==> config.mk <==
export PLATFORM = sky130hd
export DESIGN_NAME = fdcdp_top
export DESIGN_NICKNAME = d
export VERILOG_FILES = /design/src/fdcdp_pkg.sv /design/src/fdcdp_top.sv
export SDC_FILE = /design/constraint.sdc
export NUM_CORES = 1
export LEC_CHECK = 0
export BUFFER_PORTS_ARGS = -buffer_cell sky130_fd_sc_hd__clkbuf_2
export CORE_MARGIN = 2
export CORE_UTILIZATION = 55
export DETAILED_ROUTE_END_ITERATION = 16
export PLACE_DENSITY = 0.76
export SYNTH_ARGS = -nofsm -noshare
export SYNTH_HDL_FRONTEND = slang
export SYNTH_SLANG_ARGS = --single-unit
==> constraint.sdc <==
create_clock -name sys_clk -period 4.64 [get_ports sys_clk]
set_input_delay 0.928 -clock sys_clk [delete_from_list [all_inputs] [get_ports sys_clk]]
set_output_delay 0.928 -clock sys_clk [all_outputs]
set_load 0.005 [all_outputs]
==> src/fdcdp_pkg.sv <==
// package: constants, offsets and types of the floppy data path
package fdcdp_pkg;

  // ----------------------------------------
  // clock and timing
  // ----------------------------------------
  localparam int unsigned CLK_PERIOD_NS = 4;
  // bit cell lengths per data rate select code
  localparam int unsigned CELL_500K_NS = 2000;
  localparam int unsigned CELL_1M_NS = 1000;
  localparam int unsigned CELL_250K_NS = 4000;
  localparam int unsigned CELL_2M_NS = 500;
  localparam logic [9:0] HALF_500K_CYC = 10'((CELL_500K_NS / CLK_PERIOD_NS) / 2);
  localparam logic [9:0] HALF_1M_CYC = 10'((CELL_1M_NS / CLK_PERIOD_NS) / 2);
  localparam logic [9:0] HALF_250K_CYC = 10'((CELL_250K_NS / CLK_PERIOD_NS) / 2);
  localparam logic [9:0] HALF_2M_CYC = 10'((CELL_2M_NS / CLK_PERIOD_NS) / 2);
  // write precompensation shift step
  localparam int unsigned PRECOMP_STEP_NS = 60;
  localparam logic [7:0] PRECOMP_STEP_CYC = 8'(PRECOMP_STEP_NS / CLK_PERIOD_NS);
  // separator integrator gain (right shift of phase error)
  localparam int unsigned SEP_GAIN = 4;

  // ----------------------------------------
  // register map (byte addresses)
  // ----------------------------------------
  localparam int unsigned APB_AW = 8;
  localparam logic [7:0] MSR_OFS = 8'h00;
  localparam logic [7:0] DATA_OFS = 8'h04;
  localparam logic [7:0] RATE_OFS = 8'h08;
  localparam logic [7:0] STAT_OFS = 8'h0c;
  localparam logic [7:0] SEP_OFS = 8'h10;

  // main status bit positions
  localparam int unsigned MSR_RQM_BIT = 7;
  localparam int unsigned MSR_DIO_BIT = 6;
  localparam int unsigned MSR_EXEC_BIT = 5;
  localparam int unsigned MSR_BUSY_BIT = 4;
  localparam int unsigned MSR_PERP_BIT = 3;
  localparam int unsigned MSR_EFIFO_BIT = 2;
  localparam int unsigned MSR_DMA_BIT = 1;

  // ----------------------------------------
  // reset values
  // ----------------------------------------
  localparam logic EFIFO_RST = 1'b0;
  localparam logic [3:0] THRESH_RST = 4'h0;
  localparam logic DMA_RST = 1'b0;
  localparam logic PERP_RST = 1'b0;
  localparam logic [1:0] RATE_RST = 2'h0;

  // ----------------------------------------
  // types
  // ----------------------------------------
  typedef enum logic [1:0] {
    PH_IDLE = 2'b00,
    PH_CMD = 2'b01,
    PH_EXEC = 2'b10,
    PH_RESULT = 2'b11
  } fdcdp_phase_e;

  typedef enum logic [1:0] {
    RATE_500K = 2'b00,
    RATE_1M = 2'b01,
    RATE_250K = 2'b10,
    RATE_2M = 2'b11
  } fdcdp_rate_e;

  typedef enum logic [0:0] {
    PC_IDLE = 1'b0,
    PC_DELAY = 1'b1
  } fdcdp_pc_e;

endpackage

==> src/fdcdp_top.sv <==
// floppy controller data path: fifo, host pacing, separator, precompensation
// Contract
// - sixteen byte fifo with programmable threshold
// - all command and disk bytes pass fifo
// - host moves bytes only per request/direction
// - any reset leaves fifo disabled
// - only configure command changes fifo settings
// - command phase treats fifo disabled, single bytes
// - flush fifo on entering execution
// - overrun or underrun ends command, transfer
// - write underrun pads zeros, valid crc
// - dma request only when dma selected
// - separator locks, window samples data/clock
// - serial to parallel clock and data bytes
// - every pulse synced and phase corrected (a pulse in the cycle the rate changes is synced but not phase corrected)
// - integrator tracks input data rate
// - precompensation shifts bits early or late
// - separator works up to two megabits
// - one command sets perpendicular mode
// - command, execution, result phases in order
//
// The register offsets and the APB slave port were left to the implementer.
`timescale 1ns/1ps
module fdcdp_top #(
  parameter int unsigned DEPTH = 16
) (
  // clock and reset
  input wire logic sys_clk,
  input wire logic reset_n,
  // apb slave
  input wire logic psel,
  input wire logic penable,
  input wire logic pwrite,
  input wire logic [fdcdp_pkg::APB_AW-1:0] paddr,
  input wire logic [31:0] pwdata,
  output logic [31:0] prdata,
  output logic pready,
  output logic pslverr,
  // dma channel
  input wire logic dma_ack,
  input wire logic [7:0] dma_wdata,
  output logic [7:0] dma_rdata,
  output logic ldrq,
  // controller core
  input wire logic [1:0] core_phase,
  input wire logic core_dir_read,
  input wire logic core_wr_valid,
  input wire logic [7:0] core_wr_data,
  input wire logic core_rd_req,
  output logic core_rd_strobe,
  output logic [7:0] core_rd_data,
  output logic core_zero_fill,
  output logic core_terminate,
  output logic core_result_allowed,
  // command decode results from core
  input wire logic cfg_load,
  input wire logic cfg_efifo,
  input wire logic [3:0] cfg_thresh,
  input wire logic spec_load,
  input wire logic spec_dma,
  input wire logic perp_load,
  input wire logic perp_en,
  // read channel from drive
  input wire logic rd_pulse,
  output logic synced_read_data_pulse,
  output logic read_window_signal,
  output logic sep_byte_strobe,
  output logic [7:0] sep_clock_byte,
  output logic [7:0] sep_data_byte,
  // write channel to drive
  input wire logic wr_bit,
  input wire logic wr_bit_strobe,
  output logic wr_pulse
);
  import fdcdp_pkg::*;

  localparam int unsigned PW = $clog2(DEPTH);
  localparam logic [PW:0] DEPTH_C = (PW+1)'(DEPTH);

  function automatic logic is_mapped(input logic [APB_AW-1:0] a);
    return (a == MSR_OFS) || (a == DATA_OFS) || (a == RATE_OFS) ||
           (a == STAT_OFS) || (a == SEP_OFS);
  endfunction

  function automatic logic [9:0] nominal_half(input logic [1:0] r);
    case (r)
      RATE_500K: return HALF_500K_CYC;
      RATE_1M: return HALF_1M_CYC;
      RATE_250K: return HALF_250K_CYC;
      default: return HALF_2M_CYC;
    endcase
  endfunction

  // ----------------------------------------
  // reset release
  // ----------------------------------------
  logic rst_meta_reg;
  logic rst_n_reg;
  always_ff @(posedge sys_clk or negedge reset_n) begin
    if (!reset_n) begin
      rst_meta_reg <= 1'b0;
      rst_n_reg <= 1'b0;
    end else begin
      rst_meta_reg <= 1'b1;
      rst_n_reg <= rst_meta_reg;
    end
  end

  // ----------------------------------------
  // declarations
  // ----------------------------------------
  logic [7:0] mem_reg [DEPTH];
  logic [PW-1:0] wr_ptr_reg;
  logic [PW-1:0] rd_ptr_reg;
  logic [PW:0] count_reg;
  logic efifo_reg;
  logic [3:0] thresh_reg;
  logic dma_reg;
  logic perp_reg;
  logic [1:0] rate_reg;
  logic rqm_reg;
  logic dio_reg;
  logic overrun_reg;
  logic underrun_reg;
  logic [1:0] phase_prev_reg;
  logic pready_reg;
  logic pslverr_reg;
  logic [31:0] prdata_reg;
  logic ldrq_reg;
  logic [7:0] dma_rdata_reg;
  logic core_rd_strobe_reg;
  logic [7:0] core_rd_data_reg;
  logic zero_fill_reg;
  logic terminate_reg;
  logic result_ok_reg;

  logic apb_commit;
  logic to_host;
  logic in_exec;
  logic exec_entry;
  logic cmd_entry;
  logic host_push;
  logic host_pop;
  logic dma_push;
  logic dma_pop;
  logic core_push;
  logic core_pop;
  logic push;
  logic pop;
  logic [7:0] push_data;
  logic overrun_evt;
  logic underrun_evt;
  logic [PW:0] thr_eff;
  logic svc;

  // ----------------------------------------
  // fifo control
  // ----------------------------------------
  assign apb_commit = psel && penable && pready_reg;
  assign in_exec = (core_phase == PH_EXEC);
  // result bytes and disk reads flow toward the host, the rest toward the core
  assign to_host = (core_phase == PH_RESULT) || (in_exec && core_dir_read);
  assign exec_entry = in_exec && (phase_prev_reg != PH_EXEC);
  assign cmd_entry = (core_phase == PH_CMD) && (phase_prev_reg != PH_CMD);

  // host bytes taken only while request and direction permit them
  assign host_push = apb_commit && pwrite && (paddr == DATA_OFS) && !to_host && rqm_reg;
  assign host_pop = apb_commit && !pwrite && (paddr == DATA_OFS) && to_host && rqm_reg;
  assign dma_push = dma_ack && dma_reg && in_exec && !to_host;
  assign dma_pop = dma_ack && dma_reg && in_exec && to_host && (count_reg != '0);
  assign core_push = core_wr_valid && to_host && (count_reg != DEPTH_C);
  assign core_pop = core_rd_req && !to_host && (count_reg != '0);
  assign push = ((host_push || dma_push) && (count_reg != DEPTH_C)) || core_push;
  assign pop = host_pop || dma_pop || core_pop;
  assign push_data = core_push ? core_wr_data : (dma_push ? dma_wdata : pwdata[7:0]);
  assign overrun_evt = in_exec && core_wr_valid && to_host && (count_reg == DEPTH_C);
  assign underrun_evt = in_exec && core_rd_req && !to_host && (count_reg == '0);

  // threshold field n means n+1 bytes; disabled mode behaves as one byte
  assign thr_eff = efifo_reg ? (PW+1)'({1'b0, thresh_reg} + 5'h01) : (PW+1)'(1);
  assign svc = to_host ? (count_reg >= thr_eff) : ((DEPTH_C - count_reg) >= thr_eff);

  always_ff @(posedge sys_clk) begin
    if (push) begin
      mem_reg[wr_ptr_reg] <= push_data;
    end
  end

  always_ff @(posedge sys_clk or negedge rst_n_reg) begin
    if (!rst_n_reg) begin
      wr_ptr_reg <= '0;
      rd_ptr_reg <= '0;
      count_reg <= '0;
    end else if (exec_entry || cmd_entry) begin
      // stale bytes are dropped on entering command or execution phase; bytes left from execution stay for the result phase
      wr_ptr_reg <= '0;
      rd_ptr_reg <= '0;
      count_reg <= '0;
    end else begin
      if (push) begin
        wr_ptr_reg <= wr_ptr_reg + 1'b1;
      end
      if (pop) begin
        rd_ptr_reg <= rd_ptr_reg + 1'b1;
      end
      if (push && !pop) begin
        count_reg <= count_reg + 1'b1;
      end else if (pop && !push) begin
        count_reg <= count_reg - 1'b1;
      end
    end
  end

  // ----------------------------------------
  // mode settings from decoded commands and the rate register
  // ----------------------------------------
  always_ff @(posedge sys_clk or negedge rst_n_reg) begin
    if (!rst_n_reg) begin
      efifo_reg <= EFIFO_RST;
      thresh_reg <= THRESH_RST;
    end else if (cfg_load) begin
      efifo_reg <= cfg_efifo;
      thresh_reg <= cfg_thresh;
    end
  end

  always_ff @(posedge sys_clk or negedge rst_n_reg) begin
    if (!rst_n_reg) begin
      dma_reg <= DMA_RST;
    end else if (spec_load) begin
      dma_reg <= spec_dma;
    end
  end

  // perpendicular flag touches nothing but precompensation and its main status bit
  always_ff @(posedge sys_clk or negedge rst_n_reg) begin
    if (!rst_n_reg) begin
      perp_reg <= PERP_RST;
    end else if (perp_load) begin
      perp_reg <= perp_en;
    end
  end

  always_ff @(posedge sys_clk or negedge rst_n_reg) begin
    if (!rst_n_reg) begin
      rate_reg <= RATE_RST;
    end else if (apb_commit && pwrite && (paddr == RATE_OFS)) begin
      rate_reg <= pwdata[1:0];
    end
  end

  // ----------------------------------------
  // pacing: request, direction, dma request
  // ----------------------------------------
  always_ff @(posedge sys_clk or negedge rst_n_reg) begin
    if (!rst_n_reg) begin
      rqm_reg <= 1'b0;
      dio_reg <= 1'b0;
      ldrq_reg <= 1'b0;
      phase_prev_reg <= PH_IDLE;
      result_ok_reg <= 1'b1;
    end else begin
      phase_prev_reg <= core_phase;
      dio_reg <= to_host;
      result_ok_reg <= (count_reg == '0);
      ldrq_reg <= in_exec && dma_reg && svc && !terminate_reg;
      case (core_phase)
        // one parameter byte at a time, threshold ignored
        PH_CMD: rqm_reg <= (count_reg == '0) && !cmd_entry;
        PH_EXEC: rqm_reg <= !dma_reg && svc && !exec_entry;
        PH_RESULT: rqm_reg <= (count_reg != '0);
        default: rqm_reg <= 1'b0;
      endcase
    end
  end

  // ----------------------------------------
  // core side byte port and error handling
  // ----------------------------------------
  always_ff @(posedge sys_clk or negedge rst_n_reg) begin
    if (!rst_n_reg) begin
      core_rd_strobe_reg <= 1'b0;
      core_rd_data_reg <= 8'h00;
      zero_fill_reg <= 1'b0;
      terminate_reg <= 1'b0;
      overrun_reg <= 1'b0;
      underrun_reg <= 1'b0;
    end else begin
      core_rd_strobe_reg <= core_pop || underrun_evt;
      terminate_reg <= (overrun_evt && !overrun_reg) || (underrun_evt && !underrun_reg);
      if (core_pop) begin
        core_rd_data_reg <= mem_reg[rd_ptr_reg];
      end else if (underrun_evt) begin
        // the sector is closed with zero bytes; core appends its crc
        core_rd_data_reg <= 8'h00;
      end
      // flags cleared at a new command unless an event lands that cycle
      if (overrun_evt) begin
        overrun_reg <= 1'b1;
      end else if (cmd_entry) begin
        overrun_reg <= 1'b0;
      end
      if (underrun_evt) begin
        underrun_reg <= 1'b1;
        zero_fill_reg <= 1'b1;
      end else if (cmd_entry) begin
        underrun_reg <= 1'b0;
        zero_fill_reg <= 1'b0;
      end
    end
  end

  always_ff @(posedge sys_clk or negedge rst_n_reg) begin
    if (!rst_n_reg) begin
      dma_rdata_reg <= 8'h00;
    end else if (dma_pop) begin
      dma_rdata_reg <= mem_reg[rd_ptr_reg];
    end
  end

  // ----------------------------------------
  // apb slave: one wait cycle, then answer
  // ----------------------------------------
  logic [7:0] sep_clk_byte_reg;
  logic [7:0] sep_dat_byte_reg;
  logic [7:0] msr_val;
  assign msr_val = {rqm_reg, dio_reg, in_exec, core_phase != PH_IDLE,
                    perp_reg, efifo_reg, dma_reg, 1'b0};

  always_ff @(posedge sys_clk or negedge rst_n_reg) begin
    if (!rst_n_reg) begin
      pready_reg <= 1'b0;
      pslverr_reg <= 1'b0;
      prdata_reg <= 32'h0000_0000;
    end else begin
      pready_reg <= psel && penable && !pready_reg;
      pslverr_reg <= psel && penable && !pready_reg && !is_mapped(paddr);
      if (psel && penable && !pready_reg) begin
        case (paddr)
          MSR_OFS: prdata_reg <= {24'h00_0000, msr_val};
          DATA_OFS: prdata_reg <= {24'h00_0000, mem_reg[rd_ptr_reg]};
          RATE_OFS: prdata_reg <= {30'h0000_0000, rate_reg};
          STAT_OFS: prdata_reg <= {16'h0000, thresh_reg, 2'b00, underrun_reg, overrun_reg,
                                   3'b000, 5'(count_reg)};
          SEP_OFS: prdata_reg <= {16'h0000, sep_clk_byte_reg, sep_dat_byte_reg};
          default: prdata_reg <= 32'h0000_0000;
        endcase
      end
    end
  end

  // ----------------------------------------
  // digital data separator
  // ----------------------------------------
  logic rd_prev_reg;
  logic pulse_reg;
  logic [9:0] half_reg;
  logic [9:0] win_cnt_reg;
  logic window_reg;
  logic seen_reg;
  logic [7:0] clk_sr_reg;
  logic [7:0] dat_sr_reg;
  logic [3:0] samp_cnt_reg;
  logic sep_strobe_reg;
  logic [1:0] rate_seen_reg;
  logic win_wrap;
  logic samp_bit;
  logic [9:0] center;
  logic signed [11:0] sep_err;
  logic [11:0] half_trk;
  logic [11:0] half_lo;
  logic [11:0] half_hi;
  logic [9:0] half_next;

  assign win_wrap = (win_cnt_reg >= half_reg - 10'h001);
  assign samp_bit = seen_reg || pulse_reg;
  assign center = half_reg >> 1;
  assign sep_err = signed'({2'b00, win_cnt_reg}) - signed'({2'b00, center});
  assign half_trk = 12'(signed'({2'b00, half_reg}) + (sep_err >>> SEP_GAIN));
  // tracking range held to one eighth of the nominal half cell either way
  assign half_lo = {2'b00, nominal_half(rate_reg) - (nominal_half(rate_reg) >> 3)};
  assign half_hi = {2'b00, nominal_half(rate_reg) + (nominal_half(rate_reg) >> 3)};
  assign half_next = (half_trk < half_lo) ? half_lo[9:0] :
                     ((half_trk > half_hi) ? half_hi[9:0] : half_trk[9:0]);

  always_ff @(posedge sys_clk or negedge rst_n_reg) begin
    if (!rst_n_reg) begin
      rd_prev_reg <= 1'b0;
      pulse_reg <= 1'b0;
    end else begin
      rd_prev_reg <= rd_pulse;
      pulse_reg <= rd_pulse && !rd_prev_reg;
    end
  end

  always_ff @(posedge sys_clk or negedge rst_n_reg) begin
    if (!rst_n_reg) begin
      half_reg <= HALF_500K_CYC;
      rate_seen_reg <= RATE_RST;
      win_cnt_reg <= 10'h000;
      window_reg <= 1'b0;
      seen_reg <= 1'b0;
    end else begin
      rate_seen_reg <= rate_reg;
      if (rate_seen_reg != rate_reg) begin
        half_reg <= nominal_half(rate_reg);
        win_cnt_reg <= 10'h000;
      end else if (pulse_reg) begin
        // phase snapped at once to the window centre, rate nudged slowly
        win_cnt_reg <= center;
        half_reg <= half_next;
        seen_reg <= 1'b1;
      end else if (win_wrap) begin
        win_cnt_reg <= 10'h000;
        window_reg <= !window_reg;
        seen_reg <= 1'b0;
      end else begin
        win_cnt_reg <= win_cnt_reg + 10'h001;
      end
    end
  end

  // window low samples the clock portion, window high the data portion
  always_ff @(posedge sys_clk or negedge rst_n_reg) begin
    if (!rst_n_reg) begin
      clk_sr_reg <= 8'h00;
      dat_sr_reg <= 8'h00;
      samp_cnt_reg <= 4'h0;
      sep_strobe_reg <= 1'b0;
      sep_clk_byte_reg <= 8'h00;
      sep_dat_byte_reg <= 8'h00;
    end else begin
      sep_strobe_reg <= 1'b0;
      if (win_wrap && !pulse_reg && (rate_seen_reg == rate_reg)) begin
        samp_cnt_reg <= samp_cnt_reg + 4'h1;
        if (window_reg) begin
          dat_sr_reg <= {dat_sr_reg[6:0], samp_bit};
        end else begin
          clk_sr_reg <= {clk_sr_reg[6:0], samp_bit};
        end
        if (samp_cnt_reg == 4'hf) begin
          sep_strobe_reg <= 1'b1;
          sep_clk_byte_reg <= clk_sr_reg;
          sep_dat_byte_reg <= {dat_sr_reg[6:0], samp_bit};
        end
      end
    end
  end

  // ----------------------------------------
  // write precompensation
  // ----------------------------------------
  fdcdp_pc_e pc_state_reg;
  logic [1:0] hist_reg;
  logic [7:0] pc_cnt_reg;
  logic wr_pulse_reg;
  logic [7:0] pc_delay;

  // a one after a one and before a zero is written early, one after a zero and before a one late
  always_comb begin
    pc_delay = 8'(2 * PRECOMP_STEP_CYC);
    if (!perp_reg && hist_reg[1] && !wr_bit) begin
      pc_delay = PRECOMP_STEP_CYC;
    end else if (!perp_reg && !hist_reg[1] && wr_bit) begin
      pc_delay = 8'(3 * PRECOMP_STEP_CYC);
    end
  end

  always_ff @(posedge sys_clk or negedge rst_n_reg) begin
    if (!rst_n_reg) begin
      pc_state_reg <= PC_IDLE;
      hist_reg <= 2'b00;
      pc_cnt_reg <= 8'h00;
      wr_pulse_reg <= 1'b0;
    end else begin
      wr_pulse_reg <= 1'b0;
      if (wr_bit_strobe) begin
        hist_reg <= {hist_reg[0], wr_bit};
      end
      case (pc_state_reg)
        PC_IDLE: begin
          if (wr_bit_strobe && hist_reg[0]) begin
            pc_cnt_reg <= pc_delay;
            pc_state_reg <= PC_DELAY;
          end
        end
        PC_DELAY: begin
          if (pc_cnt_reg <= 8'h01) begin
            wr_pulse_reg <= 1'b1;
            pc_state_reg <= PC_IDLE;
          end else begin
            pc_cnt_reg <= pc_cnt_reg - 8'h01;
          end
        end
        default: pc_state_reg <= PC_IDLE;
      endcase
    end
  end

  // ----------------------------------------
  // outputs
  // ----------------------------------------
  assign prdata = prdata_reg;
  assign pready = pready_reg;
  assign pslverr = pslverr_reg;
  assign dma_rdata = dma_rdata_reg;
  assign ldrq = ldrq_reg;
  assign core_rd_strobe = core_rd_strobe_reg;
  assign core_rd_data = core_rd_data_reg;
  assign core_zero_fill = zero_fill_reg;
  assign core_terminate = terminate_reg;
  assign core_result_allowed = result_ok_reg;
  assign synced_read_data_pulse = pulse_reg;
  assign read_window_signal = window_reg;
  assign sep_byte_strobe = sep_strobe_reg;
  assign sep_clock_byte = sep_clk_byte_reg;
  assign sep_data_byte = sep_dat_byte_reg;
  assign wr_pulse = wr_pulse_reg;

endmodule

==> qor.yml <==
global_route:
  track_usage_pct: 25.0
  grt_max_degree: 141
  grt_pass1_vias: 9290
  grt_first_pass_wirelength_mm: 51.0
  grt_overflow: 0
  grt_antenna_before_repair: 0
clocking:
  numCtsBuffers: 28
  cts_tree: "yes"
  clock_sinks: 270
  cts_hold_buffers: 0
  path_clk_slew_ns: 0.06
  clock_path_buffers: 3
  cts_root_buffer: "clkbuf_16"
  insertion_delay_ns: 0.55
  htree_levels: 1
detailed_routing:
  drcViolationCount: 0
  vias: 9464
  first_pass_iters: 6
  wl_per_cell_um: 19.9
  drt-initial-drc-count: 964
  wl_mm: 32.3
  antenna_left: 0
  via_per_inst: 5.83
synthesis:
  synth_top_family_by_area: "multiplexers"
  synth_edf_count: 128
  synthArstFlopShare_pct: 52.6
  synthAdderAreaFrac_pct: 8.02
  synth_compound_area_share_pct: 9.42
  yosys.area_share.simple_pct: 9.11
  synth_area_per_cell_um2: 12.9
  synth_seq_cells: 270
  synth_mux_area_share_pct: 12.2
  syn_inst: 1052
  synthXorXnorAreaFrac_pct: 3.60
  netlist_area_um2: 13600
  ys_types: 76
  yosysWarnings: 0
  yosysSeqAreaShare_pct: 54.4
  synthFlopType: "dfrtp_1"
timing:
  min_period_ns: 5.01
  fin_crit_sh_pct: 108
  hold_viol: 0
  tightest_slew_ns: 1.15
  setup_violations: 10
  skew_ns: 0.0163
  setup_tns_ns: -2.94
  max_freq_mhz: 200
  fin_ws_ns: -0.372
  slew_headroom_pct: 23.3
  rsz0062_at_grt: "yes"
  drv_slew: 0
worst_hold_path:
  hold_class: "input port to asynchronous set/reset pin"
setup_path:
  rrSetupSlack_ns: -0.37
  rr_startpoint: "half_reg[3]$_DFFE_PN1P_"
  cp-startpoint: "half_reg[3]$_DFFE_PN1P_"
  critPathRequiredTime_ns: 5.09
  crit_type: "flip-flop to flip-flop"
  start_kind: "flip-flop"
  crit_slowest_cell: "dfstp_2"
  worstPathArrival_ns: 5.46
  path_max_fanout: 5
  slowest_delay_ns: 0.55
  r2r_cells: 29
  end_kind: "flip-flop"
floorplanning:
  die_y_um: 161
  fp-row-count: 57
  ios: 155
  core_area_um2: 24300
  initial_core_util_pct: 55.9
  dieArea_um2: 26000
  die_x_um: 161
finish:
  final_area_um2: 16600
  diodes: 0
  synthToLayoutAreaGrowth_pct: 22.2
  post-route-util_pct: 68.4
  final_cell_mix: "dfrtp_1 (132), edfxtp_1 (128), clkbuf_2 (114), buf_4 (100), ha_1 (74)"
  fin_nets: 1442
  final_common_cell: "dfrtp_1"
  nFillCells: 1644
  drive_gt1_share_pct: 33.8
  largest_reg_flops: 128
status:
  violations: "setup timing"
  outcome: "complete, but fails checks"
place:
  port_buffers: 114
  placed_area_um2: 15100
  dp.final_hpwl_mm: 22.4
  gp_congestion: 0.873
job:
  maxCapViolCount: 0
[worst max-delay path, delay by kind of cell, from the launching register on]
family                   cells  cell delay [ns]
adder cells (fa/ha/maj)      3             0.68
AO/OA/AOI/OAI               12             1.82
buffers and inverters        7             0.92
XOR/XNOR                     1             0.10
AND/OR/NAND/NOR              5             0.64
flip-flops                   1             0.55
multiplexers                 1             0.22
[logic make-up after synthesis]
family | after synthesis
xor gates and xnor gates | 55
and+or+nand+nor | 243
muxes | 109
buffers and inverters | 97
AOI/OAI and AO/OA | 190
other | 2
adders and majority gates | 86
DFF | 270
[path summary, 6_finish.rpt]
check,to
min,rst_n_reg$_DFF_PN0_
max,half_reg[6]$_DFFE_PN1P_
min reg2reg,rst_n_reg$_DFF_PN0_
max in group asynchronous,count_reg[1]$_DFFE_PN0P_
min in group sys_clk,rst_n_reg$_DFF_PN0_
max reg2reg,half_reg[6]$_DFFE_PN1P_
[cell usage after synthesis, drive strengths merged (4+ instances only)]
| cell | n | area, um^2 |
|---|---|---|
| nand2b | 9 | 56.3 |
| nand2 | 71 | 267 |
| mux2 | 50 | 563 |
| and3 | 8 | 50.1 |
| o211ai | 6 | 45.0 |
| a31oi | 7 | 58.8 |
| nand3 | 20 | 100 |
| mux4 | 40 | 901 |
| nand4 | 9 | 62.6 |
| mux2i | 19 | 190 |
| inv | 52 | 195 |
| a21oi | 37 | 189 |
| a222oi | 4 | 40.0 |
| a21o | 14 | 105 |
| nor3b | 6 | 55.1 |
| a221o | 4 | 40.0 |
| nor2b | 11 | 68.8 |
| xor2 | 17 | 149 |
| xnor2 | 38 | 340 |
| or2 | 5 | 31.3 |
| ha | 84 | 1050 |
| nor3 | 18 | 100 |
| a211oi | 7 | 52.6 |
| a22o | 8 | 70.1 |
| buf | 24 | 164 |
| dfrtp | 135 | 3380 |
| a221oi | 8 | 70.1 |
| and2 | 19 | 119 |
| clkbuf | 20 | 75.1 |
| nor2 | 50 | 188 |
| edfxtp | 128 | 3840 |
| o21ai | 51 | 255 |
| nor4 | 5 | 46.3 |
| dfstp | 7 | 184 |
| o22ai | 17 | 120 |
[stage by stage]
stage / instances / worst slack [ns] / hold slack, ns
after global routing: 1622 / -0.577 / 0.143
after CTS: 1618 / -0.241 / 0.144
after detailed placement: 1546 / -0.427 / 0.340
after floorplan: 1069 / -0.0779 / 0.331
after global placement: 1546 / -0.389 / 0.336
final: 1622 / -0.372 / 0.157
[per-layer routing]
metal / vias up / track usage (%) / part of all wire, %
met5: - / 0 / 0
met1: 4639 / 35.2 / 42
li1: 4342 / - / -
met2: 408 / 40.4 / 48
met4: 0 / 8.28 / 3.4
met3: 75 / 3.93 / 7.0
[timing repair]
action,CTS,global route
hold endpoints to repair,0,0
pin swaps,37,16
setup endpoints to repair,10,10
cloned,1,0
setup buffers,20,5
resized for setup,46,15
[layout make-up]
type,instances,area [um^2],area share [%]
flip-flops and latches,270,7410,44.6
clock inverters,16,226,1.36
inverters,53,201,1.21
clock buffers,36,761,4.57
multi-input cells,702,6190,37.2
well taps,324,405,2.44
repair buffers,221,1430,8.62
Power is not shown: default switching activity piles up to over one toggle a cycle in this logic, so the estimate is an artifact.
